## config.mk

```make
export PLATFORM = sky130hd
export DESIGN_NAME = slb_stream_buf
export DESIGN_NICKNAME = d
export VERILOG_FILES = /design/src/slb_line_entry.v /design/src/slb_stream_buf.v
export VERILOG_INCLUDE_DIRS = /design/src
export SDC_FILE = /design/constraint.sdc
export NUM_CORES = 2
export LEC_CHECK = 0
export BUFFER_PORTS_ARGS = -buffer_cell sky130_fd_sc_hd__buf_4
export CAP_MARGIN = 20
export CORE_MARGIN = 8
export CORE_UTILIZATION = 55
export DETAILED_ROUTE_END_ITERATION = 7
export HOLD_SLACK_MARGIN = 0.08
export PLACE_DENSITY = 0.74
export SYNTH_ARGS = -nofsm -noshare
export SYNTH_HDL_FRONTEND = slang
export SYNTH_SLANG_ARGS = --single-unit
```

## constraint.sdc

```tcl
create_clock -name clk_in -period 22.9 [get_ports clk_in]
set_input_delay 2.29 -clock clk_in [delete_from_list [all_inputs] [get_ports clk_in]]
set_output_delay 2.29 -clock clk_in [all_outputs]
set_load 0.02 [all_outputs]
```

## src/slb_map.vh

```
// Constants for the streaming load line buffer
`ifndef SLB_MAP_VH
`define SLB_MAP_VH

// ==========================================================
// Line and item geometry
`define SLB_LINE_OFS_W   6
`define SLB_ITEM_LSB     4
`define SLB_ITEM_W       2
`define SLB_ITEM_BITS    128
`define SLB_LINE_BITS    512
`define SLB_ITEMS        4

// ==========================================================
// Pool size and idle release count (cycles)
`define SLB_NUM_BUF      4
`define SLB_BUF_IDX_W    2
`define SLB_AGE_LIMIT    64
`define SLB_AGE_W        8

// ==========================================================
// Controller states
`define SLB_ST_IDLE      2'h0
`define SLB_ST_REQ       2'h1
`define SLB_ST_WAIT      2'h2

`endif

```

## src/slb_line_entry.v

```verilog
// One streaming line buffer entry: tag, data, read mask and idle age
`timescale 1ns/1ps
`default_nettype none
`include "slb_map.vh"

module slb_line_entry #(
  parameter TAG_W     = 34,
  parameter AGE_LIMIT = `SLB_AGE_LIMIT
) (
  input  wire                       clk_in,
  input  wire                       resetn_in,
  input  wire                       alloc_in,
  input  wire [TAG_W-1:0]           tag_in,
  input  wire [`SLB_LINE_BITS-1:0]  data_in,
  input  wire [`SLB_ITEM_W-1:0]     item_in,
  input  wire                       touch_in,
  input  wire                       inval_in,
  output wire                       valid_out,
  output wire [TAG_W-1:0]           tag_out,
  output wire [`SLB_LINE_BITS-1:0]  data_out,
  output wire [`SLB_ITEMS-1:0]      rmask_out
);

  reg                       valid_ff;
  reg [TAG_W-1:0]           tag_ff;
  reg [`SLB_LINE_BITS-1:0]  data_ff;
  reg [`SLB_ITEMS-1:0]      rmask_ff;
  reg [`SLB_AGE_W-1:0]      age_ff;

  wire [`SLB_ITEMS-1:0] item_bit = {{(`SLB_ITEMS-1){1'b0}}, 1'b1} << item_in;
  wire expired = valid_ff && (age_ff >= AGE_LIMIT[`SLB_AGE_W-1:0]);

  // ==========================================================
  // Control state
  always @(posedge clk_in or negedge resetn_in)
  begin
    if (!resetn_in)
    begin
      valid_ff <= 1'b0;
      tag_ff   <= {TAG_W{1'b0}};
      rmask_ff <= {`SLB_ITEMS{1'b0}};
      age_ff   <= {`SLB_AGE_W{1'b0}};
    end
    else if (alloc_in)
    begin
      valid_ff <= 1'b1;
      tag_ff   <= tag_in;
      rmask_ff <= item_bit;
      age_ff   <= {`SLB_AGE_W{1'b0}};
    end
    else if (inval_in || expired)
    begin
      valid_ff <= 1'b0;
      rmask_ff <= {`SLB_ITEMS{1'b0}};
      age_ff   <= {`SLB_AGE_W{1'b0}};
    end
    else if (touch_in)
    begin
      rmask_ff <= rmask_ff | item_bit;
      age_ff   <= {`SLB_AGE_W{1'b0}};
    end
    else if (valid_ff)
    begin
      age_ff <= age_ff + {{(`SLB_AGE_W-1){1'b0}}, 1'b1};
    end
  end

  // Line data needs no reset; valid gates every use
  always @(posedge clk_in)
  begin
    if (alloc_in)
    begin
      data_ff <= data_in;
    end
  end

  assign valid_out = valid_ff;
  assign tag_out   = tag_ff;
  assign data_out  = data_ff;
  assign rmask_out = rmask_ff;

endmodule // slb_line_entry

`default_nettype wire

```

## src/slb_stream_buf.v

```verilog
// Streaming load line buffer pool between load issue and memory
// Function
// - Streaming write-combining load fetches whole aligned 64-byte line into a buffer.
// - Later write-combining load to another 16-byte item of a held line answers from buffer.
// - Lines idle too long are released and refetched later.
// - More lines than buffers evicts a line round-robin for refetch.
// - Store hitting a buffered line drops it; next read refetches.
// - Re-reading the same item refetches the whole line.
// - Buffers are not snooped for other agents' writes.
// - Streaming loads may complete weakly ordered.
`timescale 1ns/1ps
`default_nettype none
`include "slb_map.vh"

module slb_stream_buf #(
  parameter ADDR_W    = 40,
  parameter NUM_BUF   = `SLB_NUM_BUF,
  parameter IDX_W     = `SLB_BUF_IDX_W,
  parameter AGE_LIMIT = `SLB_AGE_LIMIT
) (
  input  wire                       clk_in,
  input  wire                       resetn_in,
  input  wire                       ld_valid_in,
  input  wire [ADDR_W-1:0]          ld_addr_in,
  input  wire                       ld_write_combining_memory_type_in,
  output wire                       ld_ready_out,
  output wire                       rsp_valid_out,
  output wire [`SLB_ITEM_BITS-1:0]  rsp_data_out,
  output wire                       rsp_hit_out,
  input  wire                       st_valid_in,
  input  wire [ADDR_W-1:0]          st_addr_in,
  input  wire                       fence_valid_in,
  output wire                       fence_done_out,
  output wire                       mem_req_valid_out,
  output wire [ADDR_W-1:0]          mem_req_addr_out,
  input  wire                       mem_req_ready_in,
  input  wire                       mem_rsp_valid_in,
  input  wire [`SLB_LINE_BITS-1:0]  mem_rsp_data_in
);

  localparam TAG_W = ADDR_W - `SLB_LINE_OFS_W;

  reg [1:0]                  state_ff;
  reg [1:0]                  nxt_state;
  reg [TAG_W-1:0]            req_tag_ff;
  reg [`SLB_ITEM_W-1:0]      req_item_ff;
  reg                        req_wcm_ff;
  reg                        kill_ff;
  reg [IDX_W-1:0]            victim_ff;
  reg [IDX_W-1:0]            rr_ff;
  reg                        rsp_valid_ff;
  reg [`SLB_ITEM_BITS-1:0]   rsp_data_ff;
  reg                        rsp_hit_ff;

  wire [NUM_BUF-1:0]                ent_valid;
  wire [NUM_BUF*TAG_W-1:0]          ent_tag;
  wire [NUM_BUF*`SLB_LINE_BITS-1:0] ent_data;
  wire [NUM_BUF*`SLB_ITEMS-1:0]     ent_rmask;

  // low four bits ignored, loads are taken as aligned
  wire [TAG_W-1:0]       ld_tag  = ld_addr_in[ADDR_W-1:`SLB_LINE_OFS_W];
  wire [`SLB_ITEM_W-1:0] ld_item = ld_addr_in[`SLB_LINE_OFS_W-1:`SLB_ITEM_LSB];
  wire [TAG_W-1:0]       st_tag  = st_addr_in[ADDR_W-1:`SLB_LINE_OFS_W];

  // ==========================================================
  // Lookup
  reg [NUM_BUF-1:0]         hit_vec;
  reg [NUM_BUF-1:0]         reread_vec;
  reg [NUM_BUF-1:0]         st_hit_vec;
  reg [IDX_W-1:0]           hit_idx;
  reg [IDX_W-1:0]           reread_idx;
  reg [IDX_W-1:0]           free_idx;
  reg                       free_any;
  reg [`SLB_ITEM_BITS-1:0]  hit_data;
  integer                   i;

  always @*
  begin
    hit_vec    = {NUM_BUF{1'b0}};
    reread_vec = {NUM_BUF{1'b0}};
    st_hit_vec = {NUM_BUF{1'b0}};
    hit_idx    = {IDX_W{1'b0}};
    reread_idx = {IDX_W{1'b0}};
    free_idx   = {IDX_W{1'b0}};
    free_any   = 1'b0;
    hit_data   = {`SLB_ITEM_BITS{1'b0}};
    for (i = NUM_BUF - 1; i >= 0; i = i - 1)
    begin
      if (ent_valid[i] && (ent_tag[i*TAG_W +: TAG_W] == ld_tag))
      begin
        // item already read counts as miss
        if (ent_rmask[i*`SLB_ITEMS + ld_item])
        begin
          reread_vec[i] = 1'b1;
          reread_idx    = i[IDX_W-1:0];
        end
        else
        begin
          hit_vec[i] = 1'b1;
          hit_idx    = i[IDX_W-1:0];
          hit_data   = ent_data[i*`SLB_LINE_BITS + ld_item*`SLB_ITEM_BITS +: `SLB_ITEM_BITS];
        end
      end
      // only this core's own stores are looked at
      if (ent_valid[i] && (ent_tag[i*TAG_W +: TAG_W] == st_tag))
      begin
        st_hit_vec[i] = st_valid_in;
      end
      if (!ent_valid[i])
      begin
        free_any = 1'b1;
        free_idx = i[IDX_W-1:0];
      end
    end
  end

  // ==========================================================
  // Control
  wire idle       = (state_ff == `SLB_ST_IDLE);
  // fence taken only with nothing outstanding, ahead of loads
  wire fence_take = idle && fence_valid_in;
  wire accept     = idle && !fence_valid_in && ld_valid_in;
  wire buf_hit    = ld_write_combining_memory_type_in && (|hit_vec);
  wire acc_hit    = accept && buf_hit;
  wire acc_miss   = accept && !buf_hit;
  wire fill       = (state_ff == `SLB_ST_WAIT) && mem_rsp_valid_in;
  // Stale fill must not be kept once the core stored into that line
  wire alloc_fire = fill && req_wcm_ff && !kill_ff && !(st_valid_in && (st_tag == req_tag_ff));

  // reuse re-read entry, then a free one, then round-robin victim
  wire [IDX_W-1:0] nxt_victim = (|reread_vec) ? reread_idx : (free_any ? free_idx : rr_ff);

  always @*
  begin
    nxt_state = state_ff;
    case (state_ff)
      `SLB_ST_IDLE:
      begin
        if (acc_miss)
        begin
          nxt_state = `SLB_ST_REQ;
        end
      end
      `SLB_ST_REQ:
      begin
        if (mem_req_ready_in)
        begin
          nxt_state = `SLB_ST_WAIT;
        end
      end
      `SLB_ST_WAIT:
      begin
        if (mem_rsp_valid_in)
        begin
          nxt_state = `SLB_ST_IDLE;
        end
      end
      default:
      begin
        nxt_state = `SLB_ST_IDLE;
      end
    endcase
  end

  always @(posedge clk_in or negedge resetn_in)
  begin
    if (!resetn_in)
    begin
      state_ff     <= `SLB_ST_IDLE;
      req_tag_ff   <= {TAG_W{1'b0}};
      req_item_ff  <= {`SLB_ITEM_W{1'b0}};
      req_wcm_ff   <= 1'b0;
      kill_ff      <= 1'b0;
      victim_ff    <= {IDX_W{1'b0}};
      rr_ff        <= {IDX_W{1'b0}};
      rsp_valid_ff <= 1'b0;
      rsp_data_ff  <= {`SLB_ITEM_BITS{1'b0}};
      rsp_hit_ff   <= 1'b0;
    end
    else
    begin
      state_ff     <= nxt_state;
      rsp_valid_ff <= acc_hit | fill;
      if (acc_miss)
      begin
        // whole line fetched on a miss
        req_tag_ff  <= ld_tag;
        req_item_ff <= ld_item;
        req_wcm_ff  <= ld_write_combining_memory_type_in;
        victim_ff   <= nxt_victim;
        kill_ff     <= st_valid_in && (st_tag == ld_tag);
      end
      else if (st_valid_in && (st_tag == req_tag_ff) && !idle)
      begin
        // store during fetch spoils the fill
        kill_ff <= 1'b1;
      end
      if (acc_hit)
      begin
        rsp_data_ff <= hit_data;
        rsp_hit_ff  <= 1'b1;
      end
      else if (fill)
      begin
        rsp_data_ff <= mem_rsp_data_in[req_item_ff*`SLB_ITEM_BITS +: `SLB_ITEM_BITS];
        rsp_hit_ff  <= 1'b0;
      end
      if (alloc_fire && (victim_ff == rr_ff))
      begin
        rr_ff <= rr_ff + {{(IDX_W-1){1'b0}}, 1'b1};
      end
    end
  end

  // ==========================================================
  // Entry pool
  genvar g;
  generate
    for (g = 0; g < NUM_BUF; g = g + 1)
    begin : g_ent
      // own store drops line; fence clears all; re-read drops
      wire inval = fence_take | st_hit_vec[g] | (acc_miss && (|reread_vec) && (reread_idx == g));
      slb_line_entry #(
        .TAG_W     (TAG_W),
        .AGE_LIMIT (AGE_LIMIT)
      ) u_ent (
        .clk_in    (clk_in),
        .resetn_in (resetn_in),
        .alloc_in  (alloc_fire && (victim_ff == g)),
        .tag_in    (req_tag_ff),
        .data_in   (mem_rsp_data_in),
        .item_in   (alloc_fire ? req_item_ff : ld_item),
        .touch_in  (acc_hit && (hit_idx == g)),
        .inval_in  (inval),
        .valid_out (ent_valid[g]),
        .tag_out   (ent_tag[g*TAG_W +: TAG_W]),
        .data_out  (ent_data[g*`SLB_LINE_BITS +: `SLB_LINE_BITS]),
        .rmask_out (ent_rmask[g*`SLB_ITEMS +: `SLB_ITEMS])
      );
    end
  endgenerate

  // ==========================================================
  // Outputs
  // hits may answer ahead of other memory traffic; no ordering kept
  assign ld_ready_out      = idle && !fence_valid_in;
  assign fence_done_out    = fence_take;
  assign mem_req_valid_out = (state_ff == `SLB_ST_REQ);
  assign mem_req_addr_out  = {req_tag_ff, {`SLB_LINE_OFS_W{1'b0}}};
  assign rsp_valid_out     = rsp_valid_ff;
  assign rsp_data_out      = rsp_data_ff;
  assign rsp_hit_out       = rsp_hit_ff;

endmodule // slb_stream_buf

`default_nettype wire

```

======== Yosys cells after proc, flatten, opt, wreduce, memory -nomap -nowiden ========
Index checks and enable logic that the tools add are counted.
storage, ports and cells
  word-level logic and storage cells ...... 271
  bits in registers ....................... 2410
  input bits .............................. 600
cells by class
  shifts and indexed selects .............. 6
  eq/ne operators ......................... 25
  add/sub/neg operators ................... 11
  multiplexer cells ....................... 109
  magnitude comparators ................... 8
  reductions and logical operators ........ 69
  bitwise logic cells ..................... 13
operators with widths
  kind                                                               count
  indexed part select 2048 x 13 -> 128 bit                           2
  indexed part select 2048 x 10 -> 128 bit                           1
  indexed part select 2048 x 12 -> 128 bit                           1
  2-to-1 mux 128 bit                                                 10
  indexed part select 512 x 10 -> 128 bit                            1
  == test 34 bit                                                     10
  2-to-1 mux 8 bit                                                   16
  2-to-1 mux 2 bit                                                   26
  2-to-1 mux 4 bit                                                   12
  2-to-1 mux 1 bit                                                   40
  logical AND 1 bit                                                  39
  adder 8 x 1 -> 8 bit, second input constant                        4
  greater-or-equal comparator 8 x 7 -> 1 bit, second input constant  4
  adder 11 x 9 -> 12 bit, first input constant                       2
  bitwise OR 4 bit                                                   4
  nonzero test 4 bit                                                 4
  == test 2 bit, second input constant                               7
  binary-select mux 1 bit (select 4 bit)                             3
  nonzero test 2 bit                                                 6
  nonzero test 3 bit                                                 4
  adder 10 x 9 -> 11 bit, first input constant                       1
  adder 4 x 2 -> 5 bit, first input constant                         2
  < comparator 5 bit, second input constant                          2
  bitwise OR 1 bit                                                   9
  other kinds (16)                                                   31

======== Depth between registers and ports, before layout ========
  depth after elaboration ................. 17
  depth in mapped cells ................... 12
  mapped depth without buffers ............ 10

======== Cells and area by module ========
From an unflattened synthesis, not the netlist that was laid out.
unflattened totals
  cells, all modules ...................... 5057
  area, all modules ....................... 99032.5 sq um
modules (own cells, without submodules)
  module          seq. area each (sq um)  area an instance (sq um)  times used  cells an instance
  slb_line_entry  16550.9                 17250.3                   4           637
  slb_stream_buf  4354.2                  30031.3                   1           2509

======== Worst setup path after synthesis ========
No wires, ideal clock.
  path kind ............................... in2reg
  start point ............................. in st_addr_in[8]
  end point ............................... reg g_ent[0].u_ent.tag_ff[29]
  path slack .............................. 3.269 ns
  cell stages on the path ................. 8
  setup time .............................. 0.144 ns
  arrival time ............................ 19.488 ns
  path through ............................ clkbuf_1 > xnor2_1 > nand4_1 > nor4_1 > and4_1 > nor4_1 > clkbuf_1 > mux2_2
on the way
  word-level cells in the longest chain between the ends .. 5
RTL lines
  element                            line                  text
  start: declaration                 slb_stream_buf.v:31   input wire [ADDR_W-1:0] st_addr_in,
  == test 34 bit                     slb_stream_buf.v:128  wire alloc_fire = fill && req_wcm_ff && !kill_ff && !(st_valid_in && (st_tag == req_tag_ff));
  logical AND 1 bit                  slb_stream_buf.v:128
  zero test 1 bit                    slb_stream_buf.v:128
  logical AND 1 bit                  slb_stream_buf.v:128
  logical AND 1 bit                  slb_stream_buf.v:229  .alloc_in (alloc_fire && (victim_ff == g)),
  named net g_ent[0].u_ent.alloc_in  slb_line_entry.v:12   input wire alloc_in,
  end signal: assignment             slb_line_entry.v:40   tag_ff <= {TAG_W{1'b0}};
  end signal: assignment             slb_line_entry.v:47   tag_ff <= tag_in;
  end: declaration                   slb_line_entry.v:25   reg [TAG_W-1:0] tag_ff;
The timed path passes the listed nets, and every way through them passes these cells.
A chain may end at the register's enable or synchronous reset.

======== Worst setup path in the final report ========
  start point ............................. in ld_addr_in[5]
  end point ............................... reg rsp_data_ff[93], in the netlist rsp_data_out[93]
on the way
  word-level cells in the longest chain between the ends .. 12
  elaborated cells on any way between the ends .. 39
  those cells by class .................... add/sub (6); shift (4); mux (25); reduce/logical (4)
RTL lines
  element                                                          line                  text
  start: declaration                                               slb_stream_buf.v:24   input wire [ADDR_W-1:0] ld_addr_in,
  branches (longest 12 deep; another with adder 11 x 9 -> 12 bit)  n/a
  end signal: assignment                                           slb_stream_buf.v:177  rsp_data_ff <= {`SLB_ITEM_BITS{1'b0}};
  end signal: assignment                                           slb_stream_buf.v:200  rsp_data_ff <= hit_data;
  end signal: assignment                                           slb_stream_buf.v:205  rsp_data_ff <= mem_rsp_data_in[req_item_ff*`SLB_ITEM_BITS +: `SLB_ITEM_BITS];
  end: declaration                                                 slb_stream_buf.v:52   reg [`SLB_ITEM_BITS-1:0] rsp_data_ff;
Parallel ways; which one is timed is not known. The select of a mux whose other input is x is not followed.

==> impl_metrics.tcl <==
set metrics [dict create \
    place.gp.congestion 0.970 \
    clk_pin_slew_worst_paths_ns 0.07 \
    period_share 0.319 \
    fill_cells 11900 \
    crit_slowest_cell "buf_4" \
    synthDistinctLibCells 70 \
    outcome "finished clean" \
    yosysWarnings 0 \
    vias 55200 \
    first_global_vias 57300 \
    clk-insertion-delay-late_ns 0.89 \
    seqPwrFrac 0.480 \
    grt_max_degree 168 \
    start_kind "input port" \
    leakage_nw 39.0 \
    finClkSkew_ns 0.0516 \
    hold_viol_final 0 \
    r2r_slack_ns 17.29 \
    yosysTopAreaCell "edfxtp_1" \
    die_h_um 439 \
    syn_inst 5131 \
    io_pins 773 \
    path_cells "buf_8 > buf_4 > buf_4 > buf_4 > buf_4 > buf_4 > mux4_2 > a221oi_1 > o21ai_0 > a21boi_0" \
    synth.most_common_cell "edfxtp_1" \
    ys_seq_elements 2410 \
    end_kind "register" \
    clockBufferDepth 3 \
    required_ns 23.61 \
    synthToLayoutAreaGrowth_pct 16.9 \
    cts_setup_buffers 0 \
    vdd_drop_max_mv 0.0780 \
    hold_class "register to register" \
    port_buffers 756 \
    post_drt_wl_per_cell_um 32.4 \
    cp_max_fo 97 \
    crit_path_frequent_cell "buf_4" \
    drv_slew 0 \
    htreeDepth 4 \
    slew-limit-headroom 0.249 \
    max_freq_ghz 0.137 \
    die_w_um 439 \
    clock-sinks 2410 \
    pwr-share-comb 0.150 \
    avgViaCountPerCell 6.50 \
    cts_tree "built" \
    grt_use_total 0.281 \
    start_util 0.553 \
    r2r-start "req_tag_ff[30]" \
    first_iter_violations 6247 \
    wl_um 275000 \
    arrival_ns 8.01 \
    core_mm2 0.178 \
    cap_viol_max_count 0 \
    finalSetupViolations 0 \
    ys_seq_area_frac 0.716 \
    ys_async_sr_fraction 0.150 \
    grt_pass1_wl_um 397000 \
    cts-hold-fix-buffers 0 \
    drtAntennaViolNets 0 \
    reg2reg_to "g_ent[1].u_ent.data_out[247]" \
    period_needed_ns 7.30 \
    drc 0 \
    cts_buffers 234 \
    cts_resized 0 \
    antenna_found_initial 93 \
    slowest_delay_ns 0.82 \
    critPathLaunch "ld_addr_in[5]" \
    p_per_area_mw_per_mm2 95.4 \
    cts_root_buf "clkbuf_16" \
    setup_tns_ns 0 \
    netlist_top_cells_area "edfxtp_1, mux4_2, dfrtp_1" \
    syn_area_mm2 0.0985 \
    rsz0062_at_grt "no" \
    num_rows 155 \
    reg2reg_depth 10 \
    switching_share 0.261 \
    fin_hold_ws_ns 0.488 \
    layout-drive-gt1-share 0.331 \
    pwr-share-clk 0.370 \
    net-switching-power_mw 2.87 \
    hpwl_um 173000 \
    synth_ff_type "edfxtp_1" \
    synthTopCellsByCount "edfxtp_1, mux4_2, dfrtp_1" \
    critPathKind "input port to register" \
    worst_slew_pin_slew_ns 1.11 \
    intPower_mw 8.12 \
    synth_top_cell_area_share 0.624 \
    overflow 0 \
    syn_area_per_cell_um2 19.2 \
    crit_end "rsp_data_out[93]" \
    die_area_mm2 0.193 \
    layout.nets 6451 \
    drtPass1Iterations 5 \
    synth_edf_count 2048 \
]
==> stage by stage <==
stage / util / instances / power, mW / setup slack [ns] / area, um^2
final: 0.646 / 8488 / 11.0 / 15.60 / 115000
after detailed placement: 0.598 / 7962 / 6.99 / 14.67 / 107000
after global placement: 0.598 / 7962 / 6.95 / 14.70 / 107000
after CTS: 0.645 / 8410 / 11.0 / 15.61 / 115000
after floorplan: - / 5136 / 6.22 / 3.27 / 98500
after global routing: 0.646 / 8480 / 11.3 / 15.36 / 115000
==> placed cells by master (no fill, tap or decap), types with 26 or more instances in the layout <==
cell / instances
nand2_1: 255
xor2_1: 98
o22ai_1: 71
clkbuf_8: 38
a22oi_1: 65
nand3_1: 34
mux4_2: 643
a21boi_0: 33
buf_4: 821
clkbuf_16: 236
clkbuf_1: 37
xnor2_1: 224
diode_2: 74
mux2i_1: 34
nand4_1: 72
o21ai_0: 102
mux2_2: 106
clkinv_2: 41
a221o_1: 92
a21oi_1: 52
dfrtp_1: 360
nor3_1: 26
inv_1: 28
o21ai_1: 28
edfxtp_1: 2048
a221oi_1: 41
bufinv_16: 31
o221ai_1: 92
nor2_1: 55
nor4_1: 40
==> registers in the layout, indices dropped and copies added, names as in the netlist <==
| signal | flops |
|---|---|
| state_ff | 2 |
| rr_ff | 2 |
| g_ent.u_ent.tag_out | 136 |
| req_tag_ff | 34 |
| rsp_valid_out | 1 |
| kill_ff | 1 |
| rsp_data_out | 128 |
| req_wcm_ff | 1 |
| g_ent.u_ent.rmask_out | 16 |
| g_ent.u_ent.data_out | 2048 |
| g_ent.u_ent.valid_out | 4 |
| req_item_ff | 2 |
| rsp_hit_out | 1 |
| g_ent.u_ent.age_ff | 32 |
| victim_ff | 2 |
==> metal layers <==
layer / share of wire / vias to the layer above / GRT usage / wire length [um]
li1: - / 22700 / - / -
met3: 0.077 / 612 / 0.0527 / 21200
met4: 0.055 / 24 / 0.167 / 15100
met2: 0.50 / 2878 / 0.450 / 138000
met1: 0.37 / 29000 / 0.363 / 101000
met5: 0.00057 / - / 0 / 156
==> critical path: cells and delay by family <==
kind	cells	cell delay, ns
muxes	1	0.41
AOI/OAI and AO/OA	3	0.63
buffers and inverters	6	4.39
==> logic make-up after synthesis <==
| kind of cell | share of synthesized area |
|---|---|
| other | 0.0000381 |
| AO/OA/AOI/OAI | 0.0475 |
| multiplexers | 0.163 |
| buffers and inverters | 0.0157 |
| AND/OR/NAND/NOR | 0.0288 |
| adder cells (fa/ha/maj) | 0.000508 |
| XOR/XNOR | 0.0286 |
| flip-flops | 0.716 |
==> worst min path at each step <==
stage                                  start                  endpoint  slack, ns  cells after the start
floorplan                       victim_ff[0]                  rr_ff[0]       0.46                      1
global route                     rsp_hit_out               rsp_hit_out       0.51                      2
detailed placement               rsp_hit_out               rsp_hit_out       0.47                      2
finish              g_ent[0].u_ent.age_ff[7]  g_ent[0].u_ent.age_ff[7]       0.49                      2
CTS                              rsp_hit_out               rsp_hit_out       0.49                      2
global placement                 rsp_hit_out               rsp_hit_out       0.46                      2
==> final cells by class <==
type / count / area, um^2 / share of cell area
flip-flops and latches: 2410 / 70600 / 0.613
inverters: 33 / 146 / 0.00127
clock inverters: 136 / 1710 / 0.0149
diodes: 74 / 185 / 0.00161
clock buffers: 312 / 6580 / 0.0571
repair buffers: 838 / 6520 / 0.0566
well taps: 2355 / 2950 / 0.0256
multi-input cells: 2330 / 26500 / 0.230
==> power groups by stage <==
stage | clock network, mW | logic (mW) | registers, mW
after floorplan | 0 | 0.784 | 5.44
after global placement | 0 | 1.62 | 5.34
after detailed placement | 0 | 1.64 | 5.35
after CTS | 4.11 | 1.65 | 5.26
after global routing | 4.28 | 1.73 | 5.29
final | 4.07 | 1.65 | 5.27
(Power assumes the default switching activity.)
